[config.mk]
export PLATFORM = sky130hd
export DESIGN_NAME = dsrp_top
export DESIGN_NICKNAME = d
export VERILOG_FILES = /design/src/pkg/dsrp_pkg.sv /design/src/pkg/dsrp_sync_if.sv /design/src/design/dsrp_sync.sv /design/src/design/dsrp_top.sv
export SDC_FILE = /design/constraint.sdc
export NUM_CORES = 1
export LEC_CHECK = 0
export BUFFER_PORTS_ARGS = -buffer_cell sky130_fd_sc_hd__buf_2
export CORE_ASPECT_RATIO = 1.25
export CORE_MARGIN = 8
export CORE_UTILIZATION = 50
export CTS_CLUSTER_SIZE = 8
export DETAILED_ROUTE_END_ITERATION = 7
export PLACE_DENSITY = 0.69
export SLEW_MARGIN = 20
export SYNTH_ARGS = -nofsm -noshare
export SYNTH_HDL_FRONTEND = slang
export SYNTH_HIERARCHICAL = 1
export SYNTH_SLANG_ARGS = --single-unit
[constraint.sdc]
create_clock -name clk_in -period 7.1 [get_ports clk_in]
set_input_delay 0.71 -clock clk_in [delete_from_list [all_inputs] [get_ports clk_in]]
set_output_delay 0.71 -clock clk_in [all_outputs]
set_load 0.05 [all_outputs]
[src/pkg/dsrp_pkg.sv]
// shared constants for the dual serial register port
package dsrp_pkg;
  localparam logic [5:0] BUS_ADDR_UPPER   = 6'h35;
  localparam int         BYTE_BITS        = 8;
  localparam int         SPI_HEAD_BITS    = 8;
  localparam int         SUB_INC_BIT      = 7;
  localparam logic [6:0] CTRL4_ADDR       = 7'h23;
  localparam int         THREE_WIRE_BIT   = 0;
  localparam logic [7:0] CTRL4_RESET      = 8'h00;
  localparam int         SPI_RW_POS       = 7;
  localparam int         SPI_INC_POS      = 6;
endpackage

[src/pkg/dsrp_sync_if.sv]
// synchronised pin levels shared between the top and its pin synchroniser
`timescale 1ns/100ps
`default_nettype none
interface dsrp_sync_if;
  logic scl;
  logic sda;
  logic cs_n;
  logic sdo;
  modport src (output scl, output sda, output cs_n, output sdo);
  modport dst (input scl, input sda, input cs_n, input sdo);
endinterface
`default_nettype wire

[src/design/dsrp_sync.sv]
// two-flop synchroniser for the serial pins
`timescale 1ns/100ps
`default_nettype none
module dsrp_sync (
  input  wire logic   clk_in,
  input  wire logic   sys_rst_in,
  input  wire logic   clk_en_in,
  input  wire logic   scl_in,
  input  wire logic   sda_in,
  input  wire logic   cs_n_in,
  input  wire logic   sdo_in,
  dsrp_sync_if.src    pins
);
  logic [3:0] meta_r;
  logic [3:0] meta_nxt;
  logic [3:0] sync_r;
  logic [3:0] sync_nxt;

  always_comb
  begin
    meta_nxt = meta_r;
    sync_nxt = sync_r;
    if (sys_rst_in)
    begin
      meta_nxt = 4'hF;
      sync_nxt = 4'hF;
    end
    else if (clk_en_in)
    begin
      meta_nxt = {scl_in, sda_in, cs_n_in, sdo_in};
      sync_nxt = meta_r;
    end
  end

  always_ff @(posedge clk_in)
  begin
    meta_r <= meta_nxt;
    sync_r <= sync_nxt;
  end

  assign pins.scl  = sync_r[3];
  assign pins.sda  = sync_r[2];
  assign pins.cs_n = sync_r[1];
  assign pins.sdo  = sync_r[0];
endmodule
`default_nettype wire

[src/design/dsrp_top.sv]
// two-wire and spi register port slave on shared pins
//
// What this block does
// bus address is fixed upper six bits plus strapped data-output level
// first byte after start is seven address bits and a direction bit
// every byte gets an acknowledge, held low through the ninth clock high
// pointer byte: low seven bits register address, top bit auto-increment
// with auto-increment set, address advances after each data byte
// master reads via pointer write, repeated start, read-direction address
// master writes pointer then data bytes, ending with stop
// bytes move most significant bit first, any count per transfer
// receiver may hold the clock low to stall the transmitter; this block stalls only as read transmitter, in ack slot
// busy device leaves data high in the address acknowledge slot
// start and stop are data edges while clock is high
// spi master holds select low over transaction, clock parked high
// spi data changes on falling clock edge, sampled on rising edge
// spi access is sixteen clocks plus eight per extra byte
// first spi frame bit selects write (0) or read (1)
// spi read drives output from frame bit eight, msb first
// second spi frame bit enables per-block address increment
// spi frame bits two to seven carry the six-bit register index
// three-wire select bit in control register four selects 3-wire mode
// in 3-wire mode read data goes out on the shared data pin
// select high means two-wire slave, low means spi slave
// unmatched address: stay off the data line until next start or stop
`timescale 1ns/100ps
`default_nettype none
module dsrp_top (
  input  wire logic       clk_in,
  input  wire logic       sys_rst_in,
  input  wire logic       clk_en_in,
  input  wire logic       port_shift_clock_in,
  input  wire logic       sda_in,
  output logic            sda_out,
  output logic            sda_oe_out,
  input  wire logic       sdo_in,
  output logic            sdo_out,
  output logic            sdo_oe_out,
  output logic            scl_out,
  output logic            scl_oe_out,
  input  wire logic       cs_n_in,
  input  wire logic       busy_in,
  output logic [6:0]      reg_addr_out,
  output logic            reg_wr_out,
  output logic [7:0]      reg_wdata_out,
  output logic            reg_rd_out,
  input  wire logic [7:0] reg_rdata_in,
  input  wire logic       rd_ready_in,
  output logic            three_wire_select_out,
  output logic            bus_active_out
);
  typedef enum logic [6:0] {
    ST_IDLE = 7'h01,
    ST_ADDR = 7'h02,
    ST_SUB  = 7'h04,
    ST_WDAT = 7'h08,
    ST_RDAT = 7'h10,
    ST_SPI  = 7'h20,
    ST_IGN  = 7'h40
  } dsrp_state_type;

  dsrp_sync_if sp ();

  dsrp_sync u_sync (
    .clk_in     (clk_in),
    .sys_rst_in (sys_rst_in),
    .clk_en_in  (clk_en_in),
    .scl_in     (port_shift_clock_in),
    .sda_in     (sda_in),
    .cs_n_in    (cs_n_in),
    .sdo_in     (sdo_in),
    .pins       (sp)
  );

  dsrp_state_type state_r, state_nxt;
  logic       scl_d_r, scl_d_nxt;
  logic       sda_d_r, sda_d_nxt;
  logic [3:0] bit_r, bit_nxt;
  logic [7:0] sh_r, sh_nxt;
  logic [7:0] tx_r, tx_nxt;
  logic       ack_r, ack_nxt;
  logic       rd_dir_r, rd_dir_nxt;
  logic       inc_r, inc_nxt;
  logic       mack_r, mack_nxt;
  logic       stall_r, stall_nxt;
  logic [6:0] addr_r, addr_nxt;
  logic       wr_r, wr_nxt;
  logic       rd_r, rd_nxt;
  logic [7:0] wdat_r, wdat_nxt;
  logic [7:0] ctrl4_r, ctrl4_nxt;
  logic       drv_r, drv_nxt;
  logic       spi_rw_r, spi_rw_nxt;
  logic [5:0] spi_cnt_r, spi_cnt_nxt;
  logic       strap_r, strap_nxt;
  logic       sda_o_r, sda_o_nxt;
  logic       sdo_o_r, sdo_o_nxt;

  logic rise, fall, start_c, stop_c, spi_sel;
  logic [7:0] shifted;
  logic [7:0] last_byte;

  assign rise    = sp.scl & ~scl_d_r;
  assign fall    = ~sp.scl & scl_d_r;
  assign start_c = sp.cs_n & sp.scl & scl_d_r & sda_d_r & ~sp.sda;
  assign stop_c  = sp.cs_n & sp.scl & scl_d_r & ~sda_d_r & sp.sda;
  assign spi_sel = ~sp.cs_n;
  assign shifted = {sh_r[6:0], sp.sda};
  assign last_byte = 8'hFF;

  always_comb
  begin
    state_nxt   = state_r;
    scl_d_nxt   = sp.scl;
    sda_d_nxt   = sp.sda;
    bit_nxt     = bit_r;
    sh_nxt      = sh_r;
    tx_nxt      = tx_r;
    ack_nxt     = ack_r;
    rd_dir_nxt  = rd_dir_r;
    inc_nxt     = inc_r;
    mack_nxt    = mack_r;
    stall_nxt   = stall_r;
    addr_nxt    = addr_r;
    wr_nxt      = 1'b0;
    rd_nxt      = 1'b0;
    wdat_nxt    = wdat_r;
    ctrl4_nxt   = ctrl4_r;
    drv_nxt     = drv_r;
    spi_rw_nxt  = spi_rw_r;
    spi_cnt_nxt = spi_cnt_r;
    strap_nxt   = strap_r;
    if (state_r == ST_IDLE && !spi_sel)
      strap_nxt = sp.sdo;
    // writes to our own control register four are snooped here
    if (wr_r && addr_r == dsrp_pkg::CTRL4_ADDR)
      ctrl4_nxt = wdat_r;
    if (spi_sel && state_r != ST_SPI)
    begin
      state_nxt   = ST_SPI;
      spi_cnt_nxt = 6'h00;
      ack_nxt     = 1'b0;
      drv_nxt     = 1'b0;
    end
    else if (!spi_sel && state_r == ST_SPI)
    begin
      state_nxt = ST_IDLE;
      drv_nxt   = 1'b0;
    end
    else if (start_c)
    begin
      state_nxt = ST_ADDR;
      bit_nxt   = 4'h0;
      ack_nxt   = 1'b0;
      drv_nxt   = 1'b0;
    end
    else if (stop_c)
    begin
      state_nxt = ST_IDLE;
      ack_nxt   = 1'b0;
      drv_nxt   = 1'b0;
    end
    else
    begin
      unique case (state_r)
        ST_IDLE, ST_IGN:
        begin
          drv_nxt = 1'b0;
        end
        ST_SPI:
        begin
          if (rise)
          begin
            sh_nxt      = {sh_r[6:0], sp.sda};
            spi_cnt_nxt = (spi_cnt_r == 6'd15) ? 6'd8 : spi_cnt_r + 6'd1;
            if (spi_cnt_r == 6'd7)
            begin
              spi_rw_nxt = shifted[dsrp_pkg::SPI_RW_POS];
              inc_nxt    = shifted[dsrp_pkg::SPI_INC_POS];
              addr_nxt   = {1'b0, shifted[5:0]};
              rd_nxt     = shifted[dsrp_pkg::SPI_RW_POS];
            end
            if (spi_cnt_r == 6'd15)
            begin
              if (!spi_rw_r)
              begin
                wr_nxt   = 1'b1;
                wdat_nxt = shifted;
              end
              if (inc_r && spi_rw_r)
                addr_nxt = addr_r + 7'd1;
              rd_nxt = spi_rw_r;
            end
          end
          if (rd_r)
            tx_nxt = reg_rdata_in;
          // writes step the address only after the strobe has used it
          if (wr_r && inc_r)
            addr_nxt = addr_r + 7'd1;
          if (fall && spi_rw_r && spi_cnt_r >= 6'd8)
          begin
            drv_nxt = 1'b1;
            // block's first bit is already on the pin
            if (spi_cnt_r != 6'd8)
              tx_nxt = {tx_r[6:0], 1'b0};
          end
        end
        ST_ADDR, ST_SUB, ST_WDAT, ST_RDAT:
        begin
          if (rd_r)
            tx_nxt = reg_rdata_in;
          // stall the master by holding the clock low until data is ready
          stall_nxt = ack_r && state_r == ST_RDAT && !rd_ready_in;
          if (rise && !ack_r && !(state_r == ST_RDAT))
          begin
            sh_nxt  = shifted;
            bit_nxt = bit_r + 4'h1;
          end
          if (rise && ack_r && state_r == ST_RDAT && drv_r == 1'b0)
            mack_nxt = sp.sda;
          if (rise && !ack_r && state_r == ST_RDAT)
            bit_nxt = bit_r + 4'h1;
          if (fall)
          begin
            if (!ack_r && bit_r == 4'd8)
            begin
              bit_nxt = 4'h0;
              ack_nxt = 1'b1;
              if (state_r == ST_ADDR)
              begin
                if (sh_r[7:1] != {dsrp_pkg::BUS_ADDR_UPPER, strap_r})
                begin
                  state_nxt = ST_IGN;
                  ack_nxt   = 1'b0;
                end
                else if (busy_in)
                begin
                  state_nxt = ST_IGN;
                  ack_nxt   = 1'b0;
                end
                else
                begin
                  rd_dir_nxt = sh_r[0];
                  drv_nxt    = 1'b1;
                end
              end
              else if (state_r == ST_RDAT)
                drv_nxt = 1'b0;
              else
                drv_nxt = 1'b1;
              if (state_r == ST_SUB)
              begin
                addr_nxt = sh_r[6:0];
                inc_nxt  = sh_r[dsrp_pkg::SUB_INC_BIT];
              end
              if (state_r == ST_WDAT)
              begin
                wr_nxt   = 1'b1;
                wdat_nxt = sh_r;
              end
            end
            else if (ack_r)
            begin
              ack_nxt = 1'b0;
              drv_nxt = 1'b0;
              if (state_r == ST_ADDR)
              begin
                state_nxt = rd_dir_r ? ST_RDAT : ST_SUB;
                rd_nxt    = rd_dir_r;
              end
              else if (state_r == ST_SUB)
                state_nxt = ST_WDAT;
              else if (state_r == ST_WDAT)
              begin
                if (inc_r)
                  addr_nxt = addr_r + 7'd1;
              end
              else if (mack_r)
                state_nxt = ST_IGN;
              else
              begin
                if (inc_r)
                  addr_nxt = addr_r + 7'd1;
                rd_nxt = 1'b1;
              end
              if (state_nxt == ST_RDAT)
                drv_nxt = 1'b1;
            end
            else if (state_r == ST_RDAT)
            begin
              drv_nxt = 1'b1;
              if (bit_r != 4'd0)
                tx_nxt = {tx_r[6:0], 1'b0};
            end
          end
        end
        default:
          state_nxt = ST_IDLE;
      endcase
    end
  end

  // the data pin level is picked from whichever slave owns the pins
  always_comb
  begin
    sda_o_nxt = 1'b1;
    sdo_o_nxt = 1'b1;
    if (state_r == ST_SPI)
    begin
      sdo_o_nxt = tx_r[7];
      sda_o_nxt = tx_r[7];
    end
    else if (state_r == ST_RDAT && !ack_r)
      sda_o_nxt = tx_r[7];
    else if (ack_r)
      sda_o_nxt = 1'b0;
  end

  always_ff @(posedge clk_in)
  begin
    if (sys_rst_in)
    begin
      state_r   <= ST_IDLE;
      scl_d_r   <= 1'b1;
      sda_d_r   <= 1'b1;
      bit_r     <= 4'h0;
      sh_r      <= 8'h00;
      tx_r      <= 8'hFF;
      ack_r     <= 1'b0;
      rd_dir_r  <= 1'b0;
      inc_r     <= 1'b0;
      mack_r    <= 1'b0;
      stall_r   <= 1'b0;
      addr_r    <= 7'h00;
      wr_r      <= 1'b0;
      rd_r      <= 1'b0;
      wdat_r    <= 8'h00;
      ctrl4_r   <= dsrp_pkg::CTRL4_RESET;
      drv_r     <= 1'b0;
      spi_rw_r  <= 1'b0;
      spi_cnt_r <= 6'h00;
      strap_r   <= 1'b0;
      sda_o_r   <= 1'b1;
      sdo_o_r   <= 1'b1;
    end
    else if (clk_en_in)
    begin
      state_r   <= state_nxt;
      scl_d_r   <= scl_d_nxt;
      sda_d_r   <= sda_d_nxt;
      bit_r     <= bit_nxt;
      sh_r      <= sh_nxt;
      tx_r      <= tx_nxt;
      ack_r     <= ack_nxt;
      rd_dir_r  <= rd_dir_nxt;
      inc_r     <= inc_nxt;
      mack_r    <= mack_nxt;
      stall_r   <= stall_nxt;
      addr_r    <= addr_nxt;
      wr_r      <= wr_nxt;
      rd_r      <= rd_nxt;
      wdat_r    <= wdat_nxt;
      ctrl4_r   <= ctrl4_nxt;
      drv_r     <= drv_nxt;
      spi_rw_r  <= spi_rw_nxt;
      spi_cnt_r <= spi_cnt_nxt;
      strap_r   <= strap_nxt;
      sda_o_r   <= sda_o_nxt;
      sdo_o_r   <= sdo_o_nxt;
    end
  end

  assign three_wire_select_out = ctrl4_r[dsrp_pkg::THREE_WIRE_BIT];
  assign sda_out        = sda_o_r;
  assign sda_oe_out     = drv_r & ((state_r != ST_SPI) | three_wire_select_out);
  assign sdo_out        = sdo_o_r;
  assign sdo_oe_out     = drv_r & (state_r == ST_SPI) & ~three_wire_select_out;
  assign scl_out        = 1'b0;
  assign scl_oe_out     = stall_r;
  assign reg_addr_out   = addr_r;
  assign reg_wr_out     = wr_r;
  assign reg_wdata_out  = wdat_r;
  assign reg_rd_out     = rd_r;
  assign bus_active_out = (state_r != ST_IDLE);
endmodule
`default_nettype wire

==> results of run 1 <==
power by group through the flow:
stage                     clock network, mW  registers (mW)  logic [mW]
after floorplan                           0           0.417      0.0554
after global placement                    0           0.420      0.0719
after detailed placement                  0           0.420      0.0722
after CTS                             0.319           0.411      0.0726
after global routing                  0.337           0.412      0.0800
final                                 0.313           0.411      0.0738
cells in the final DEF (no fill, tap or decap), drive strengths merged, types with 11 or more instances in the layout:
master and count:
a211o 11, a211oi 13, a21oi 38, a311oi 11, buf 45, clkbuf 12
dfxtp 71, inv 15, mux2i 22, nand2 51, nand3 13, nor2 53
nor2b 11, nor3 17, o211ai 15, o21ai 27
sequential cells by signal (all words and copies together) (netlist names), 4 cells and up:
signal / cells
u_sync/meta_r: 4
reg_addr_out: 7
spi_cnt_r: 6
tx_r: 8
reg_wdata_out: 8
sh_r: 8
state_r: 7
bit_r: 4
u_sync/sync_r: 4
path summary, 6_finish.rpt:
path	to	slack, ns	depth (start not counted)
max	state_r[6]	3.55	8
min	u_sync/sync_r[1]	0.46	1
max reg2reg	state_r[6]	3.55	8
min reg2reg	u_sync/sync_r[1]	0.46	1
worst max-delay path, stage by stage, from the launching register on:
cell and delay (ns):
sky130_fd_sc_hd__dfxtp_1 0.45, sky130_fd_sc_hd__or4_4 0.59, sky130_fd_sc_hd__or3_4 0.47, sky130_fd_sc_hd__ha_1 0.35, sky130_fd_sc_hd__or2_2 0.35, sky130_fd_sc_hd__nand2b_1 0.23, sky130_fd_sc_hd__a21oi_1 0.40, sky130_fd_sc_hd__or2_2 0.27
sky130_fd_sc_hd__mux2_2 0.34
cells by family (layout without fill, tap and decap cells):
kind of cell,after synthesis,count (layout),synth area share
compound gates,150,150,0.246
xor+xnor,15,15,0.0308
fa+ha+maj,7,7,0.0206
buf+inv,51,76,0.0499
flops,71,71,0.334
mux,25,25,0.0596
other cells,1,1,0.000880
simple gates,210,210,0.258
routing by layer:
layer  wire (um)  track usage  part of all wire  vias to the layer above
li1            -            -                 -                     2010
met1        5400        0.254              0.42                     1978
met2        5980        0.369              0.47                      155
met3         796       0.0513             0.062                       41
met4         591        0.124             0.046                        0
met5           0            0                 0                        -
through the flow:
stage / cell area, um^2 / total power [mW]
after floorplan: 4260 / 0.472
after CTS: 4660 / 0.803
after global placement: 4460 / 0.492
final: 4660 / 0.798
after detailed placement: 4460 / 0.492
after global routing: 4660 / 0.829
layout make-up:
type / count / area, um^2
clock buffers: 12 / 165
clock inverters: 4 / 28.8
fillers: 798 / 3580
inverters: 15 / 56.3
multi-input cells: 408 / 2630
flip-flops and latches: 71 / 1420
well taps: 97 / 121
repair buffers: 45 / 238
==> metrics.txt, run 1 <==
# TYPE chip_impl_metric gauge
chip_impl_metric{name="iteration_0_drc_markers",unit=""} 328
chip_impl_info{name="status",value="finished, final reports clean"} 1
chip_impl_metric{name="worst-path-max-fanout",unit=""} 13
chip_impl_metric{name="synth-seq-area-share",unit=""} 0.334
chip_impl_metric{name="initial_utilization",unit=""} 0.517
chip_impl_metric{name="post_synth.cell_area_avg",unit="um^2"} 8.04
chip_impl_info{name="rsz0062_at_grt",value="false"} 1
chip_impl_metric{name="synth_top_area_share",unit=""} 0.334
chip_impl_metric{name="achievable-frequency",unit="MHz"} 282
chip_impl_metric{name="final_antenna_net_count",unit=""} 0
chip_impl_metric{name="power.density",unit="mW/mm^2"} 171
chip_impl_metric{name="viasPerCell",unit=""} 6.42
chip_impl_metric{name="dpl_worst_slack",unit="ns"} 3.63
chip_impl_metric{name="ys_ff_latch",unit=""} 71
chip_impl_metric{name="hpwlAfterDp",unit="mm"} 9.29
chip_impl_metric{name="ctsResizeCount",unit=""} 0
chip_impl_metric{name="final-setup-viol-count",unit=""} 0
chip_impl_metric{name="numCtsBuffers",unit=""} 9
chip_impl_metric{name="grt_pass1_wl",unit="mm"} 20.9
chip_impl_metric{name="hold-worst-slack",unit="ns"} 0.459
chip_impl_metric{name="postRouteWirelength",unit="mm"} 12.8
chip_impl_metric{name="top_level_ports",unit=""} 42
chip_impl_metric{name="timing_hold_violations_final",unit=""} 0
chip_impl_metric{name="drv_slew",unit=""} 0
chip_impl_metric{name="pwr-share-seq",unit=""} 0.515
chip_impl_metric{name="worst_ir_drop_vdd",unit="uV"} 158
chip_impl_info{name="cts.root.buffer_cell",value="sky130_fd_sc_hd__clkbuf_8"} 1
chip_impl_metric{name="detail_route.first_pass.iterations",unit=""} 5
chip_impl_info{name="hold_removal_path_class",value="flip-flop to flip-flop"} 1
chip_impl_metric{name="min_period",unit="ns"} 3.55
chip_impl_metric{name="pin_count_of_the_biggest_net_entering_global_routing",unit=""} 65
chip_impl_metric{name="die_width",unit="um"} 98.6
chip_impl_info{name="synthMostInstantiatedCell",value="sky130_fd_sc_hd__dfxtp_1"} 1
chip_impl_metric{name="cp_data_arrival_time",unit="ns"} 3.80
chip_impl_metric{name="design.core.area",unit="mm^2"} 0.00824
chip_impl_metric{name="timing.max_slew.rel_slack",unit=""} 0.332
chip_impl_metric{name="area_delta_synth_final",unit="%"} 9.31
chip_impl_metric{name="ys_warn_count",unit=""} 6
chip_impl_metric{name="fin_tns_setup",unit="ns"} 0
chip_impl_metric{name="numPlacedInstances",unit=""} 636
chip_impl_metric{name="cts.sinks",unit=""} 71
chip_impl_metric{name="total_leakage_power",unit="nW"} 1.71
chip_impl_metric{name="timing_worst_slew_pin_value",unit="ns"} 0.986
chip_impl_info{name="critical_path_class",value="flip-flop to flip-flop"} 1
chip_impl_metric{name="core.rowCount",unit=""} 37
chip_impl_info{name="synthDominantAreaCellType",value="sky130_fd_sc_hd__dfxtp_1"} 1
chip_impl_info{name="yosys-top-cells-count",value="71 x sky130_fd_sc_hd__dfxtp_1, 52 x sky130_fd_sc_hd__nor2_1, 51 x sky130_fd_sc_hd__nand2_1"} 1
chip_impl_info{name="rr_startpoint",value="state_r[2]"} 1
chip_impl_metric{name="vias",unit=""} 4184
chip_impl_metric{name="layout.nets",unit=""} 574
chip_impl_metric{name="fin_cells",unit=""} 652
chip_impl_metric{name="n_antenna_cell",unit=""} 0
chip_impl_metric{name="timing.clock.skew",unit="ns"} 0.0125
chip_impl_metric{name="placement.io_buffers",unit=""} 40
chip_impl_metric{name="wl_per_cell",unit="um"} 19.6
chip_impl_metric{name="syn_inst",unit=""} 530
chip_impl_metric{name="maximum_buffer_depth_of_the_clock_tree",unit=""} 2
chip_impl_metric{name="post_synth_instance_area",unit="mm^2"} 0.00426
chip_impl_info{name="critical_path.startpoint_type",value="flip-flop"} 1
chip_impl_info{name="worstHoldStart",value="u_sync/meta_r[1]"} 1
chip_impl_metric{name="max-cap-violations",unit=""} 0
chip_impl_metric{name="grt_pass1_vias",unit=""} 4104
chip_impl_metric{name="htree_levels",unit=""} 3
chip_impl_metric{name="drt_drc_violations_left",unit=""} 0
chip_impl_info{name="tritoncts",value="done"} 1
chip_impl_metric{name="die_h",unit="um"} 119
chip_impl_metric{name="setup_slack",unit="ns"} 3.55
chip_impl_metric{name="antenna_found_initial",unit=""} 0
chip_impl_metric{name="synth_async_sr_flop_share",unit=""} 0
chip_impl_metric{name="internal-power",unit="mW"} 0.584
chip_impl_metric{name="cts_setup_buffers",unit=""} 0
chip_impl_metric{name="final_layout_size_suffix_gt1_frac",unit=""} 0.155
chip_impl_metric{name="post_cts_hold_buffer_count",unit=""} 0
chip_impl_metric{name="globalRouteOverflowTotal",unit=""} 0
chip_impl_metric{name="share_clk_of_total_power",unit=""} 0.392
chip_impl_metric{name="clk-insertion-delay-late",unit="ns"} 0.36
chip_impl_metric{name="synth_fp_nets",unit=""} 554
chip_impl_metric{name="ys_types",unit=""} 73
chip_impl_metric{name="worst_setup_hold_path_clk_slew",unit="ns"} 0.07
chip_impl_metric{name="critical_path_required",unit="ns"} 7.35
chip_impl_metric{name="power.switching",unit="mW"} 0.214
chip_impl_metric{name="synth-edff-count",unit=""} 0
chip_impl_metric{name="place_congestion",unit=""} 0.947
chip_impl_info{name="synth.area.top_cells",value="sky130_fd_sc_hd__dfxtp_1 33%, sky130_fd_sc_hd__mux2i_1 5.2%, sky130_fd_sc_hd__nor2_1 4.6%"} 1
chip_impl_info{name="endpoint_kind",value="flip-flop"} 1
chip_impl_metric{name="globalRouteTotalUtil",unit=""} 0.221
chip_impl_info{name="setup.worst_path.start",value="state_r[2]"} 1
chip_impl_info{name="synth-main-ff-cell",value="sky130_fd_sc_hd__dfxtp_1"} 1
chip_impl_metric{name="combinationalPowerShare",unit=""} 0.092
chip_impl_metric{name="final_util",unit=""} 0.565
chip_impl_metric{name="fin_crit_sh",unit=""} 0.500
chip_impl_metric{name="p_sw_frac",unit=""} 0.268
chip_impl_metric{name="die_area",unit="mm^2"} 0.0117
Note: power is estimated with default switching activity, not from simulation.
==> inputs of run 2 (changes only) <==
Settings changed: ABC_AREA from default to 1, PLACE_DENSITY 0.69 to 0.72.
Clock period 7.1 ns to 3.2 ns, I/O delays scaled along.
==> run 2 against run 1 <==
Fmax grew 34%. Final cell count is 41% higher. Clock power grew to 3.5 times the previous value. Worst setup slack got worse by 3.0 ns. Clock skew fell by 0.0063 ns.
==> metrics.txt, run 2 <==
# TYPE chip_impl_metric gauge
chip_impl_metric{name="synth-seq-area-share",unit=""} 0.307
chip_impl_info{name="critical_path_class",value="flip-flop to flip-flop"} 1
chip_impl_metric{name="max-cap-violations",unit=""} 0
chip_impl_metric{name="timing.clock.skew",unit="ns"} 0.00622
chip_impl_metric{name="ys_types",unit=""} 40
chip_impl_metric{name="htree_levels",unit=""} 3
chip_impl_metric{name="worst_setup_hold_path_clk_slew",unit="ns"} 0.06
chip_impl_metric{name="final_layout_size_suffix_gt1_frac",unit=""} 0.137
chip_impl_info{name="synth.area.top_cells",value="sky130_fd_sc_hd__dfxtp_1 31%, sky130_fd_sc_hd__nand2_1 15%, sky130_fd_sc_hd__nor2_1 12%"} 1
chip_impl_metric{name="cp_data_arrival_time",unit="ns"} 2.87
chip_impl_info{name="grt-busiest-layer",value="met2"} 1
chip_impl_metric{name="setup_slack",unit="ns"} 0.552
chip_impl_info{name="synthMostInstantiatedCell",value="sky130_fd_sc_hd__nand2_1"} 1
chip_impl_metric{name="post_cts_hold_buffer_count",unit=""} 0
chip_impl_metric{name="postRouteWirelength",unit="mm"} 13.5
chip_impl_metric{name="syn_inst",unit=""} 761
chip_impl_info{name="critical_path.startpoint_type",value="flip-flop"} 1
chip_impl_metric{name="drv_slew",unit=""} 0
chip_impl_metric{name="grt_use_met2",unit=""} 0.373
chip_impl_metric{name="drt_drc_violations_left",unit=""} 0
chip_impl_metric{name="crit_path_max_incr_delay",unit="ns"} 0.35
chip_impl_info{name="hold_removal_path_class",value="primary input to flip-flop"} 1
chip_impl_metric{name="grt_pass1_vias",unit=""} 4645
chip_impl_metric{name="n_antenna_cell",unit=""} 0
chip_impl_metric{name="core.rowCount",unit=""} 39
chip_impl_metric{name="critical_path_required",unit="ns"} 3.42
chip_impl_metric{name="hold-worst-slack",unit="ns"} 0.199
chip_impl_info{name="yosys-top-cells-count",value="184 x sky130_fd_sc_hd__nand2_1, 145 x sky130_fd_sc_hd__nor2_1, 71 x sky130_fd_sc_hd__dfxtp_1"} 1
chip_impl_metric{name="design.core.area",unit="mm^2"} 0.00908
chip_impl_metric{name="ys_ff_latch",unit=""} 71
chip_impl_info{name="timing.critical_path.mode_cell",value="sky130_fd_sc_hd__nand2_1"} 1
chip_impl_metric{name="numCtsBuffers",unit=""} 9
chip_impl_metric{name="antenna_found_initial",unit=""} 0
chip_impl_metric{name="min_period",unit="ns"} 2.65
chip_impl_metric{name="area_delta_synth_final",unit="%"} 12.2
chip_impl_metric{name="achievable-frequency",unit="MHz"} 378
chip_impl_metric{name="clk-insertion-delay-late",unit="ns"} 0.33
chip_impl_metric{name="top_level_ports",unit=""} 42
chip_impl_metric{name="timing.max_slew.rel_slack",unit=""} 0.621
chip_impl_metric{name="place_congestion",unit=""} 1.00
chip_impl_metric{name="synth_top_area_share",unit=""} 0.307
chip_impl_metric{name="grt_use_met3",unit=""} 0.0423
chip_impl_info{name="endpoint_kind",value="flip-flop"} 1
chip_impl_metric{name="cts_setup_buffers",unit=""} 0
chip_impl_metric{name="final-setup-viol-count",unit=""} 0
chip_impl_info{name="cts.root.buffer_cell",value="sky130_fd_sc_hd__clkbuf_16"} 1
chip_impl_metric{name="detail_route.first_pass.iterations",unit=""} 5
chip_impl_metric{name="n_fill_cell",unit=""} 931
chip_impl_metric{name="die_area",unit="mm^2"} 0.0126
chip_impl_metric{name="placement.io_buffers",unit=""} 40
chip_impl_info{name="synth-main-ff-cell",value="sky130_fd_sc_hd__dfxtp_1"} 1
chip_impl_metric{name="final_util",unit=""} 0.572
chip_impl_metric{name="synth_async_sr_flop_share",unit=""} 0
chip_impl_metric{name="ys_warn_count",unit=""} 6
chip_impl_metric{name="grt_pass1_wl",unit="mm"} 22.0
chip_impl_metric{name="area.sequential",unit="mm^2"} 0.00142
chip_impl_metric{name="wl_per_cell",unit="um"} 14.7
chip_impl_metric{name="die_width",unit="um"} 102
chip_impl_info{name="most_common_cell_after_layout_fill_and_taps_aside",value="sky130_fd_sc_hd__nand2_1"} 1
chip_impl_info{name="synthDominantAreaCellType",value="sky130_fd_sc_hd__dfxtp_1"} 1
chip_impl_info{name="rsz0062_at_grt",value="false"} 1
chip_impl_metric{name="fin_crit_sh",unit=""} 0.828
chip_impl_metric{name="viasPerCell",unit=""} 5.40
chip_impl_metric{name="ctsResizeCount",unit=""} 0
chip_impl_metric{name="globalRouteTotalUtil",unit=""} 0.221
chip_impl_metric{name="multi_input_area",unit="mm^2"} 0.00275
chip_impl_metric{name="dpl_worst_slack",unit="ns"} 0.604
chip_impl_metric{name="worst-path-max-fanout",unit=""} 13
chip_impl_metric{name="post_synth_instance_area",unit="mm^2"} 0.00463
chip_impl_info{name="layout_common_cells",value="184 x sky130_fd_sc_hd__nand2_1, 145 x sky130_fd_sc_hd__nor2_1, 71 x sky130_fd_sc_hd__dfxtp_1"} 1
chip_impl_metric{name="layout.nets",unit=""} 817
chip_impl_metric{name="cts.sinks",unit=""} 71
chip_impl_metric{name="synth-edff-count",unit=""} 0
chip_impl_metric{name="post_synth.cell_area_avg",unit="um^2"} 6.08
chip_impl_metric{name="timing_hold_violations_final",unit=""} 0
chip_impl_metric{name="total_leakage_power",unit="nW"} 2.34
chip_impl_metric{name="fin_tns_setup",unit="ns"} 0
chip_impl_metric{name="worst_ir_drop_vdd",unit="uV"} 532
chip_impl_metric{name="die_h",unit="um"} 124
chip_impl_metric{name="final_antenna_net_count",unit=""} 0
chip_impl_metric{name="pin_count_of_the_biggest_net_entering_global_routing",unit=""} 39
chip_impl_info{name="critical_path.slowest_cell",value="sky130_fd_sc_hd__dfxtp_1"} 1
chip_impl_metric{name="hpwlAfterDp",unit="mm"} 10.2
chip_impl_metric{name="vias",unit=""} 4972
chip_impl_metric{name="maximum_buffer_depth_of_the_clock_tree",unit=""} 2
chip_impl_metric{name="power.density",unit="mW/mm^2"} 630
chip_impl_info{name="status",value="finished, final reports clean"} 1
chip_impl_info{name="crit_chain",value="nor2_1 -> nand2_1 -> nor2_2 -> inv_2 -> ha_1 -> inv_1 -> o21ai_0 -> nor2_2 -> nand3_1 -> nand2_1 -> inv_1 -> nand3_2 -> nand2_1 -> nand2_1 -> nor2_1"} 1
chip_impl_metric{name="synth_fp_nets",unit=""} 785
chip_impl_metric{name="iteration_0_drc_markers",unit=""} 375
chip_impl_info{name="tritoncts",value="done"} 1
chip_impl_metric{name="globalRouteOverflowTotal",unit=""} 0
chip_impl_metric{name="timing_worst_slew_pin_value",unit="ns"} 0.567
chip_impl_metric{name="groute.layer.met1.usage",unit=""} 0.253
chip_impl_metric{name="initial_utilization",unit=""} 0.510
run 2: area by class of cell:
class                           count  area share
Clock buffer                       11      0.0468
Clock inverter                      5      0.0157
Inverter                           80      0.0581
Multi-Input combinational cell    586       0.530
Sequential cell                    71       0.274
Tap cell                          123      0.0297
Timing Repair Buffer               45      0.0458
run 2: critical path: cells and delay by family (launching register included):
family,cells,cell delay (ns)
AND/OR/NAND/NOR,10,1.37
buffers and inverters,3,0.35
flip-flops,1,0.35
adder cells (fa/ha/maj),1,0.29
AO/OA/AOI/OAI,1,0.18
run 2: layer usage:
metal | share of wire | vias to the layer above
met1 | 0.41 | 2233
met3 | 0.060 | 50
li1 | - | 2510
met4 | 0.049 | 0
met2 | 0.48 | 179
met5 | 0 | -
run 2: worst paths after layout:
path / from / to / slack, ns / depth (start not counted)
max: state_r[0] / state_r[2] / 0.55 / 15
max reg2reg: state_r[0] / state_r[2] / 0.55 / 15
min: port_shift_clock_in / u_sync/meta_r[3] / 0.20 / 3
min reg2reg: u_sync/sync_r[0] / u_sync/sync_r[0] / 0.46 / 2
run 2: power breakdown:
part | total (mW) | switching, mW | internal, mW
logic | 1.09 | 0.772 | 0.314
registers | 1.10 | 0.112 | 0.985
clock network | 1.09 | 0.382 | 0.704
run 2: stage by stage:
| step | power [mW] | cell area [um^2] | instances |
|---|---|---|---|
| after floorplan | 1.98 | 4630 | 761 |
| after global placement | 2.17 | 4860 | 905 |
| after detailed placement | 2.19 | 4860 | 905 |
| after CTS | 3.28 | 5190 | 921 |
| after global routing | 3.47 | 5190 | 921 |
| final | 3.27 | 5190 | 921 |
run 2: cells by family after synthesis:
kind of cell,share of synthesized area
AND/OR/NAND/NOR,0.401
AO/OA/AOI/OAI,0.153
buffers and inverters,0.0982
flip-flops,0.307
adder cells (fa/ha/maj),0.0189
multiplexers,0.0143
XOR/XNOR,0.00568
other,0.000811
